<file path="config.mk">
export PLATFORM = sky130hd
export DESIGN_NAME = safety_io_status_logic
export DESIGN_NICKNAME = d
export VERILOG_FILES = /design/src/logic/safety_io_pkg.sv /design/src/logic/safety_io_status_logic.sv
export VERILOG_INCLUDE_DIRS = /design/src /design/src/logic
export SDC_FILE = /design/constraint.sdc
export NUM_CORES = 1
export LEC_CHECK = 0
export BUFFER_PORTS_ARGS = -buffer_cell sky130_fd_sc_hd__buf_2
export CAP_MARGIN = 20
export CORE_ASPECT_RATIO = 2
export CORE_MARGIN = 1.5
export CORE_UTILIZATION = 50
export CTS_CLUSTER_SIZE = 10
export DETAILED_ROUTE_END_ITERATION = 12
export GPL_TIMING_DRIVEN = 0
export PLACE_DENSITY_LB_ADDON = 0.05
export SLEW_MARGIN = 20
export SYNTH_ARGS = -nofsm -noshare
export SYNTH_HDL_FRONTEND = slang
export SYNTH_SLANG_ARGS = --single-unit
</file>
<file path="constraint.sdc">
create_clock -name pclk -period 1.3 [get_ports pclk]
set_input_delay 0.26 -clock pclk [delete_from_list [all_inputs] [get_ports pclk]]
set_output_delay 0.26 -clock pclk [all_outputs]
set_load 0.05 [all_outputs]
</file>
<file path="src/logic/safety_io_defines.svh">
// Timing counts and register map for the safety I/O status logic.
// Assumes a 125 MHz pclk and the APB register layout below.
`ifndef SAFETY_IO_DEFINES_SVH
`define SAFETY_IO_DEFINES_SVH

`define CLK_PERIOD_NS       8
`define DEBOUNCE_TIME_NS    1000
`define DEBOUNCE_CYCLES     (`DEBOUNCE_TIME_NS / `CLK_PERIOD_NS)
`define DEB_CNT_W           8
`define OFF_CTRL            12'h000
`define OFF_STATUS          12'h004
`define OFF_IRQ_STAT        12'h008
`define OFF_IRQ_EN          12'h00C
`define OFF_IRQ_CLR         12'h010
`define CTRL_RESET          32'h0000_0000
`define IRQ_EN_RESET        4'h0
`define CTRL_MOVE_REQ_BIT   0
`define CTRL_REDUCED_BIT    1
`define CTRL_ERROR_BIT      2
`define CTRL_SW_RUN_BIT     3
`define CTRL_ESTOP_BIT      4
`define CTRL_STOPPED_BIT    5
`define CTRL_ESTOP_CLR_BIT  6
`define IRQ_W               4
`define IRQ_ESTOP_BIT       0
`define IRQ_SYSSTOP_BIT     1
`define IRQ_PAUSE_BIT       2
`define IRQ_MODE_BIT        3

`endif

</file>
<file path="src/logic/safety_io_pkg.sv">
// Types shared by the safety I/O status logic.
// Assumes the defines header is compiled alongside.
package safety_io_pkg;

    typedef enum logic [1:0]
    {
        ST_IDLE,
        ST_MOVING,
        ST_STOPPING,
        ST_ESTOP
    } motion_e;

    typedef struct packed
    {
        logic mode_sel_b;
        logic enable_dev;
        logic force_en;
        logic sys_stop;
    } safety_in_s;

    typedef struct packed
    {
        logic estop_no;
        logic estop_nc;
        logic moving;
        logic not_stopping;
        logic reduced;
        logic non_reduced;
        logic sys_error;
        logic sw_running;
    } safety_out_s;

endpackage : safety_io_pkg

</file>
<file path="src/logic/safety_io_status_logic.sv">
// Safety I/O status logic: debounced safety inputs, motion state and status outputs.
// Assumes an APB master on pclk; safety inputs arrive asynchronous from contacts.
//
// How it works
// - Selector in position A gives normal mode with no enabling-device qualification.
// - Selector in position B gives verification mode.
// - In verification mode motion is permitted only while the enabling device is valid.
// - In verification mode a lost enabling device pauses motion in the very next cycle.
// - An asserted force-control enable input puts the robot in force-control mode.
// - An asserted system-stop input causes a category 1 stop, as for emergency stop.
// - Stop sharing is not one-way: the system-stop input leads to ST_ESTOP and so drives this unit's emergency-stop outputs.
// - The normally-open emergency-stop output is high exactly while in emergency stop.
// - The moving output is high exactly while the robot moves normally.
// - The not-stopping output is high from a stop request until motion has ceased.
// - The reduced-mode output is high while the robot is in reduced mode.
// - The non-reduced-mode output is the complement of the reduced-mode output.
// - The system-error output is high while an error alarm is active.
// - The normally-closed emergency-stop output is always the inverse of the normally-open one.
// - The software-running output is high while the controller software runs.
`timescale 1ns/1ps
`include "safety_io_defines.svh"

module safety_io_status_logic
(
    input  wire logic                      pclk,
    input  wire logic                      presetn,
    input  wire logic                      psel,
    input  wire logic                      penable,
    input  wire logic                      pwrite,
    input  wire logic [11:0]               paddr,
    input  wire logic [31:0]               pwdata,
    output logic      [31:0]               prdata,
    output logic                           pready,
    output logic                           pslverr,
    input  wire safety_io_pkg::safety_in_s safety_in,
    output safety_io_pkg::safety_out_s     safety_out,
    output logic                           force_mode,
    output logic                           verify_mode,
    output logic                           motion_permit,
    output logic                           irq
);
    import safety_io_pkg::*;

    localparam int unsigned DEB_MAX = `DEBOUNCE_CYCLES;

    logic [3:0]            sync1_reg;
    logic [3:0]            sync2_reg;
    logic [3:0]            deb_reg;
    logic [`DEB_CNT_W-1:0] deb_cnt_reg [4];
    logic [31:0]           ctrl_reg;
    logic [`IRQ_W-1:0]     irq_stat_reg;
    logic [`IRQ_W-1:0]     irq_en_reg;
    logic [`IRQ_W-1:0]     irq_ev;
    motion_e               state_reg;
    motion_e               state_next;
    logic                  sys_stop_d_reg;
    logic                  verify_d_reg;
    logic                  pause_d_reg;
    logic                  stop_req;
    logic                  wr_en;
    logic                  rd_en;
    logic                  addr_ok;

    // Two flip-flops per input; only the second stage is ever looked at.
    always_ff @(posedge pclk or negedge presetn)
    begin
        if (!presetn)
        begin
            sync1_reg <= 4'h0;
            sync2_reg <= 4'h0;
        end
        else
        begin
            sync1_reg <= safety_in;
            sync2_reg <= sync1_reg;
        end
    end

    // A level is accepted only after it has stood still for the whole filter time.
    // This trades a microsecond of latency for immunity to contact bounce.
    always_ff @(posedge pclk or negedge presetn)
    begin
        if (!presetn)
        begin
            deb_reg <= 4'h0;
            for (int i = 0; i < 4; i++)
                deb_cnt_reg[i] <= '0;
        end
        else
        begin
            for (int i = 0; i < 4; i++)
            begin
                if (sync2_reg[i] == deb_reg[i])
                    deb_cnt_reg[i] <= '0;
                else if (deb_cnt_reg[i] == `DEB_CNT_W'(DEB_MAX - 1))
                begin
                    deb_reg[i]     <= sync2_reg[i];
                    deb_cnt_reg[i] <= '0;
                end
                else
                    deb_cnt_reg[i] <= deb_cnt_reg[i] + `DEB_CNT_W'(1);
            end
        end
    end

    // Filtered input bits, in struct order: mode, enable, force, stop.
    assign verify_mode   = deb_reg[3];
    assign force_mode    = deb_reg[1];
    // Permission is combinational so that loss of the enable pauses at once.
    assign motion_permit = !verify_mode || deb_reg[2];
    assign stop_req      = deb_reg[0] || ctrl_reg[`CTRL_ESTOP_BIT];

    // Next motion state. The system-stop input feeds this unit's own stop,
    // and through ST_ESTOP it also reaches the emergency-stop outputs.
    always_comb
    begin
        state_next = state_reg;
        case (state_reg)
            ST_IDLE:
            begin
                if (stop_req)
                    state_next = ST_ESTOP;
                else if (ctrl_reg[`CTRL_MOVE_REQ_BIT] && motion_permit)
                    state_next = ST_MOVING;
            end
            ST_MOVING:
            begin
                if (stop_req)
                    state_next = ST_STOPPING;
                else if (!motion_permit)
                    state_next = ST_IDLE;
                else if (!ctrl_reg[`CTRL_MOVE_REQ_BIT])
                    state_next = ST_IDLE;
            end
            ST_STOPPING:
            begin
                if (ctrl_reg[`CTRL_STOPPED_BIT])
                    state_next = ST_ESTOP;
            end
            ST_ESTOP:
            begin
                if (!stop_req && ctrl_reg[`CTRL_ESTOP_CLR_BIT])
                    state_next = ST_IDLE;
            end
            default:
                state_next = ST_ESTOP;
        endcase
    end

    // The motion state register.
    always_ff @(posedge pclk or negedge presetn)
    begin
        if (!presetn)
            state_reg <= ST_IDLE;
        else
            state_reg <= state_next;
    end

    // Status outputs come straight from flip-flops.
    always_ff @(posedge pclk or negedge presetn)
    begin
        if (!presetn)
            safety_out <= 8'h44; // estop_nc and non_reduced high, all else low.
        else
        begin
            safety_out.estop_no     <= (state_next == ST_ESTOP);
            safety_out.estop_nc     <= !(state_next == ST_ESTOP);
            safety_out.moving       <= (state_next == ST_MOVING);
            safety_out.not_stopping <= (state_next == ST_STOPPING);
            safety_out.reduced      <= ctrl_reg[`CTRL_REDUCED_BIT];
            safety_out.non_reduced  <= !ctrl_reg[`CTRL_REDUCED_BIT];
            safety_out.sys_error    <= ctrl_reg[`CTRL_ERROR_BIT];
            safety_out.sw_running   <= ctrl_reg[`CTRL_SW_RUN_BIT];
        end
    end

    // APB decode: zero wait states, unmapped addresses answer with pslverr.
    assign addr_ok = (paddr == `OFF_CTRL) || (paddr == `OFF_STATUS) ||
                     (paddr == `OFF_IRQ_STAT) || (paddr == `OFF_IRQ_EN) ||
                     (paddr == `OFF_IRQ_CLR);
    assign wr_en   = psel && penable && pwrite;
    assign rd_en   = psel && !penable && !pwrite;
    assign pready  = 1'b1;
    assign pslverr = psel && penable && !addr_ok;

    // Software-written control and interrupt enable registers.
    always_ff @(posedge pclk or negedge presetn)
    begin
        if (!presetn)
        begin
            ctrl_reg   <= `CTRL_RESET;
            irq_en_reg <= `IRQ_EN_RESET;
        end
        else if (wr_en && paddr == `OFF_CTRL)
            ctrl_reg <= pwdata;
        else if (wr_en && paddr == `OFF_IRQ_EN)
            irq_en_reg <= pwdata[`IRQ_W-1:0];
    end

    // Read data is registered in the setup cycle so it stands through the access.
    always_ff @(posedge pclk or negedge presetn)
    begin
        if (!presetn)
            prdata <= 32'h0;
        else if (rd_en)
        begin
            case (paddr)
                `OFF_CTRL:     prdata <= ctrl_reg;
                `OFF_STATUS:   prdata <= {20'h0, state_reg, deb_reg, 2'h0, motion_permit,
                                          verify_mode, force_mode, safety_out.estop_no};
                `OFF_IRQ_STAT: prdata <= {28'h0, irq_stat_reg};
                `OFF_IRQ_EN:   prdata <= {28'h0, irq_en_reg};
                default:       prdata <= 32'h0;
            endcase
        end
    end

    // Event edges that feed the sticky interrupt bits.
    always_ff @(posedge pclk or negedge presetn)
    begin
        if (!presetn)
        begin
            sys_stop_d_reg <= 1'b0;
            verify_d_reg   <= 1'b0;
            pause_d_reg    <= 1'b0;
        end
        else
        begin
            sys_stop_d_reg <= deb_reg[0];
            verify_d_reg   <= verify_mode;
            pause_d_reg    <= motion_permit;
        end
    end

    assign irq_ev[`IRQ_ESTOP_BIT]   = (state_next == ST_ESTOP) && (state_reg != ST_ESTOP);
    assign irq_ev[`IRQ_SYSSTOP_BIT] = deb_reg[0] && !sys_stop_d_reg;
    assign irq_ev[`IRQ_PAUSE_BIT]   = pause_d_reg && !motion_permit;
    assign irq_ev[`IRQ_MODE_BIT]    = verify_mode != verify_d_reg;

    // Sticky status: a new event in the clearing cycle wins over the clear.
    always_ff @(posedge pclk or negedge presetn)
    begin
        if (!presetn)
            irq_stat_reg <= '0;
        else if (wr_en && paddr == `OFF_IRQ_CLR)
            irq_stat_reg <= (irq_stat_reg & ~pwdata[`IRQ_W-1:0]) | irq_ev;
        else
            irq_stat_reg <= irq_stat_reg | irq_ev;
    end

    assign irq = |(irq_stat_reg & irq_en_reg);

    // Checks on the logic above.
    a_nc_inverse_no: assert property (@(posedge pclk) disable iff (!presetn)
        safety_out.estop_nc == !safety_out.estop_no)
        else $error("Normally closed stop output is not the inverse.");
    a_reduced_compl: assert property (@(posedge pclk) disable iff (!presetn)
        safety_out.reduced != safety_out.non_reduced)
        else $error("Reduced outputs are not complementary.");
    a_pause_at_once: assert property (@(posedge pclk) disable iff (!presetn)
        (verify_mode && !deb_reg[2]) |=> !safety_out.moving)
        else $error("Motion not paused when enabling device lost.");
    a_normal_no_enable: assert property (@(posedge pclk) disable iff (!presetn)
        !verify_mode |-> motion_permit)
        else $error("Normal mode gated by enabling device.");
    a_verify_permit: assert property (@(posedge pclk) disable iff (!presetn)
        verify_mode |-> (motion_permit == deb_reg[2]))
        else $error("Verification permit mismatch.");
    a_sys_stop_halts: assert property (@(posedge pclk) disable iff (!presetn)
        (deb_reg[0] && state_reg == ST_IDLE) |=> safety_out.estop_no)
        else $error("System stop did not stop the unit.");
    a_stop_decel: assert property (@(posedge pclk) disable iff (!presetn)
        (state_reg == ST_MOVING && stop_req) |=> safety_out.not_stopping)
        else $error("Not stopping output missing during deceleration.");
    a_moving_flag: assert property (@(posedge pclk) disable iff (!presetn)
        safety_out.moving == (state_reg == ST_MOVING))
        else $error("Moving output without moving state.");
    a_error_follow: assert property (@(posedge pclk) disable iff (!presetn)
        ctrl_reg[`CTRL_ERROR_BIT] |=> safety_out.sys_error)
        else $error("System error output does not follow the alarm.");
    a_sw_run_follow: assert property (@(posedge pclk) disable iff (!presetn)
        ctrl_reg[`CTRL_SW_RUN_BIT] |=> safety_out.sw_running)
        else $error("Software running output does not follow.");
    a_force_follow: assert property (@(posedge pclk) disable iff (!presetn)
        force_mode == deb_reg[1])
        else $error("Force mode does not follow its input.");

endmodule : safety_io_status_logic
</file>
Word level (Yosys, flattened, before mapping)
Cells that the tools add are included.

cells by class
  equality and inequality tests = 20
  multiplexer cells = 18
  add/subtract/negate cells = 4
  reduce and logical (&&, ||, !) cells = 36
  bitwise logic cells = 10

operators with widths
  cell                   number
  $pmux W32 S4           1
  $mux W8                8
  $add A8 B1 Y8 const B  4
  $eq A8 B7 Y1 const B   4
  $eq A12 B4 Y1 const B  2
  $mux W2                7
  $logic_and A1 B1 Y1    13
  $eq A12 B3 Y1 const B  1
  $eq A12 B5 Y1 const B  1
  $logic_not A12 Y1      1
  $reduce_and A2 Y1      5
  $logic_not A1 Y1       9
  $and A4 B4 Y4          2
  $eq A2 B2 Y1 const B   4
  $or A4 B4 Y4           2
  $pmux W2 S4            1
  $logic_or A1 B1 Y1     6
  $not A1 Y1             5
  $eq A1 B1 Y1           4
  $eq A2 B1 Y1 const B   2
  $mux W4                1
  $not A4 Y4             1
  $reduce_or A4 Y1       1
  $logic_not A2 Y1       1
  other kinds (2)        2

word-level totals
  flip-flop bits (word level) = 129
  word-level logic and storage cells = 114
  input port bits = 53

Logic depth before layout (Yosys ltp)
  depth in word-level cells = 10
  mapped depth = 6

Worst setup path before layout
Ideal clock, no wire load.

  path kind = flip-flop to flip-flop
  from = register deb_reg[3]
  to = register prdata[3]
  data required time = 1179 ps
  stages on the path, launching flop included = 4
  arrival = 1961 ps
  slack = -782 ps
  cells stage by stage = dfrtp_1 > nand2b_1 > mux4_2 > a22o_1

between the ends
  cells in the longest elaborated chain, start to end = 3

RTL lines
  item                             RTL line                       RTL
  start, declared                  safety_io_status_logic.sv:48   logic [3:0] deb_reg;
  start signal, assigned by index  safety_io_status_logic.sv:97   deb_reg[i] <= sync2_reg[i];
  $logic_not A1 Y1                 safety_io_status_logic.sv:110  assign motion_permit = !verify_mode || deb_reg[2];
  $logic_or A1 B1 Y1               safety_io_status_logic.sv:110
  net motion_permit                safety_io_status_logic.sv:39   output logic motion_permit,
  $pmux W32 S4                     safety_io_status_logic.sv:207  case (paddr)
  end signal, assigned             safety_io_status_logic.sv:208  `OFF_CTRL: prdata <= ctrl_reg;
  end signal, assigned             safety_io_status_logic.sv:209  `OFF_STATUS: prdata <= {20'h0, state_reg, deb_reg, 2'h0, motion_permit,
  end signal, assigned             safety_io_status_logic.sv:211  `OFF_IRQ_STAT: prdata <= {28'h0, irq_stat_reg};
  end, declared                    safety_io_status_logic.sv:32   output logic [31:0] prdata,

The timed path passes the listed nets, and every way through them passes these cells.
A chain may end at the register's enable or synchronous reset.

Worst setup path in the final report
  from = register irq_en_reg[0]
  to = output port irq

between the ends
  cells in the longest elaborated chain, start to end = 2

RTL lines
  item                    RTL line                       RTL
  start, declared         safety_io_status_logic.sv:52   logic [`IRQ_W-1:0] irq_en_reg;
  start signal, assigned  safety_io_status_logic.sv:192  irq_en_reg <= `IRQ_EN_RESET;
  start signal, assigned  safety_io_status_logic.sv:197  irq_en_reg <= pwdata[`IRQ_W-1:0];
  $and A4 B4 Y4           safety_io_status_logic.sv:251  assign irq = |(irq_stat_reg & irq_en_reg);
  $reduce_or A4 Y1        safety_io_status_logic.sv:251
  end, declared           safety_io_status_logic.sv:40   output logic irq

Every way passes these cells.

==> metrics.cfg <==
[min_path]
holdCritPathClass = input pin to flip-flop
min_to = ctrl_reg[27]$_DFFE_PN0N_
hold_depth = 2
min-delay-start = pwdata[27]

[worst_setup_path]
cp-startpoint = irq_en_reg[0]$_DFFE_PN0P_
reg2reg_slack_ns = -0.08
critPathMaxFanout = 3
cp_slowest_cell = dfrtp_1
reg2reg_from = deb_reg[3]$_DFFE_PN0P_
required_ns = 1.04
r2r_end = prdata[2]$_DFFE_PN0P_
arrival_ns = 1.29
worstPathCellList = a22oi_2, nand2_2, buf_6
cp_slowest_stage_delay_ns = 0.39
critPathCaptureType = output port
r2r_cells = 3
crit_type = flip-flop to output port
startpoint_type = flip-flop

[clock_tree]
cts_buffers = 17
cts_root_buf = clkbuf_16
clock_latency_ns = 0.41
cts_buffer_depth = 2
clkTransAtPathRegs_ns = 0.06
clock-sinks = 129
cts_tree = built
h-tree-depth = 4

[synthesis]
synth_edf_count = 0
yosys.area_share.simple = 0.1130
yosys_register_bits = 129
synthAdderAreaFrac = 0.01896
synth_flop_cell = dfrtp_1
synth_top_area_share = 0.6019
synth.most_common_cell = dfrtp_1
ys_seq_area_frac = 0.6118
async_reset_ff_frac = 1.000
syn_area_um2 = 5280
synthCells = 400
syn_nets = 461
synth_top_cell_by_area = dfrtp_1
syn_avg_cell_area_um2 = 13.20
synth_top_family_by_area = multiplexers
ys_types = 46
synth_area_leaders = dfrtp_1 60%, mux2_2 7.3%, a22o_1 4.6%, xor2_1 4.1%, nor2_1 2.3%
synth_compound_area_frac = 0.06635
synth_common_cells = 127 x dfrtp_1, 34 x mux2_2, 33 x nor2_1
synth_xor_area_frac = 0.04810
synth.area.mux_share = 0.1166
yosys_warnings = 0

[global_routing]
grt_overflow = 0
grt_usage = 0.2285
antenna_found_initial = 0
grt_pass1_vias = 3930
grt_pass1_wl_um = 18960
grt_max_degree = 76

[layout]
area_growth_pct = 42.18
nNetsFinal = 612
multiInputGateArea_um2 = 2232
antenna_cells = 0
stdcell_area_um2 = 7507
nFillCells = 721
regArea_um2 = 3244
drive_gt1_frac = 0.4752

[placed_design]
place_area_um2 = 6007
place.detailed.hpwl_um = 7943
portBuffers = 95
place_congestion = 0.8303

[sta]
setup_violations = 67
grt_setup_unrepaired = true
clock.fmax_ghz = 0.6454
finalHoldViolations = 0
slew_violations = 0
fin_crit_ns = 1.549
whs_ns = 0.08021
finalWorstSetupSlack_ns = -0.2495
period_share = 1.192
slew_headroom = 0.6052
finClkSkew_ns = 0.004996
worstMarginPinSlew_ns = 0.5922

[pwr]
leakagePower_nw = 3.675
power.density_nw_per_um2 = 1295
vdd_drop_max_uv = 972.1

[route]
first_pass_iters = 4
drtIter0Drc = 131
route.detailed.drc = 0
drt_wl_total_um = 12430
antenna_left = 0
post_drt_wl_per_cell_um = 17.78
vias_per_cell = 5.276
dr_total_vias = 3688

[flow_run]
cap_violations = 0

[floorplan]
fp.dieW_um = 75.67
die_area_um2 = 11220
die_h_um = 148.3
core-area_um2 = 10210
start_util = 0.5169
rows = 52
io_pins = 99

[status]
violations = negative setup slack
status = complete, but fails checks

-- worst max-delay path: cells and delay by family (launching register included) --
kind	cells	cell delay, ns
buffers and inverters	1	0.16
DFF	1	0.39
AOI/OAI and AO/OA	1	0.23
and+or+nand+nor	1	0.10
-- placed cells by master (no fill, tap or decap), types with 3 or more instances in the layout --
cell and n:
nand3_1 13, nor2_4 3, and4_4 4, mux2i_1 6, nand4_1 8, nand2_2 5, clkbuf_8 4, ha_1 5
clkinvlp_4 3, xor2_1 23, nor2_1 27, nand4b_1 4, buf_8 4, buf_6 10, o21ai_0 9, bufinv_16 4
mux4_2 4, dlygate4sd3_1 5, xnor2_1 4, a22o_1 28, clkbuf_16 18, clkbuf_4 21, and2_1 4, clkbuf_1 3
buf_4 44, nor2_2 3, inv_1 9, and3_1 4, dfrtp_2 11, buf_12 5, inv_2 3, buf_2 50
mux2_4 38, nand2_1 19, dfrtp_1 116
-- metal layers --
metal / up-vias / GRT usage / share of wire
li1: 1711 / - / -
met3: 27 / 0.05962 / 0.035
met4: 0 / 0.1107 / 0.032
met1: 1861 / 0.2429 / 0.37
met5: - / 0 / 0
met2: 89 / 0.4018 / 0.56
-- per-stage QoR --
stage          power, W  utilization  instances  setup TNS, ns  setup slack [ns]
3_5_place_dp   0.004613       0.5881        631         -42.31           -0.7671
6_report       0.009718       0.7349        699         -9.239           -0.2495
4_1_cts        0.009753       0.7020        682         -8.526           -0.2591
5_1_grt         0.01006       0.7349        699         -13.68           -0.2927
2_1_floorplan  0.004374            -        400         -17.22           -0.3850
3_3_place_gp   0.004589       0.5848        630        -251.89            -1.864
-- power breakdown --
group / internal (W) / leakage [nW] / switching, W / total (W)
sequential: 0.00408 / 1.74 / 0.0000645 / 0.00415
clock: 0.00337 / 0.309 / 0.00171 / 0.00508
combinational: 0.000219 / 1.63 / 0.000277 / 0.000496
total: 0.00767 / 3.68 / 0.00205 / 0.00972
-- logic make-up after synthesis --
logic type	count (synthesis)
flops	129
simple gates	111
mux	50
compound gates	45
xor+xnor	29
buf+inv	27
fa+ha+maj	8
other cells	1
-- worst max path at each step --
stage	to	cells after the start
5_1_grt	ctrl_reg[5]$_DFFE_PN0N_	8
3_5_place_dp	ctrl_reg[19]$_DFFE_PN0N_	6
2_1_floorplan	ctrl_reg[10]$_DFFE_PN0N_	5
3_3_place_gp	safety_out[7]$_DFF_PN0_	1
6_report	irq	3
4_1_cts	irq	3
-- area by class of cell --
cell class                 count  share of cell area
clock inverter                12             0.02383
clock buffer                  20             0.06217
inverter                      12            0.006000
tap                          135             0.02250
buffer                        12             0.01600
sequential                   129              0.4322
multi-input combinational    244              0.2973
timing repair buffer         135              0.1400
-- repair_timing --
action	4_1_cts	5_1_grt
gates resized for setup	85	71
hold buffers	5	0
gates cloned	2	1
setup buffers	14	19
endpoints found under the setup margin	96	118
hold endpoints to repair	57	0
pin swaps	4	19
Note: power is estimated with default switching activity, not from simulation.
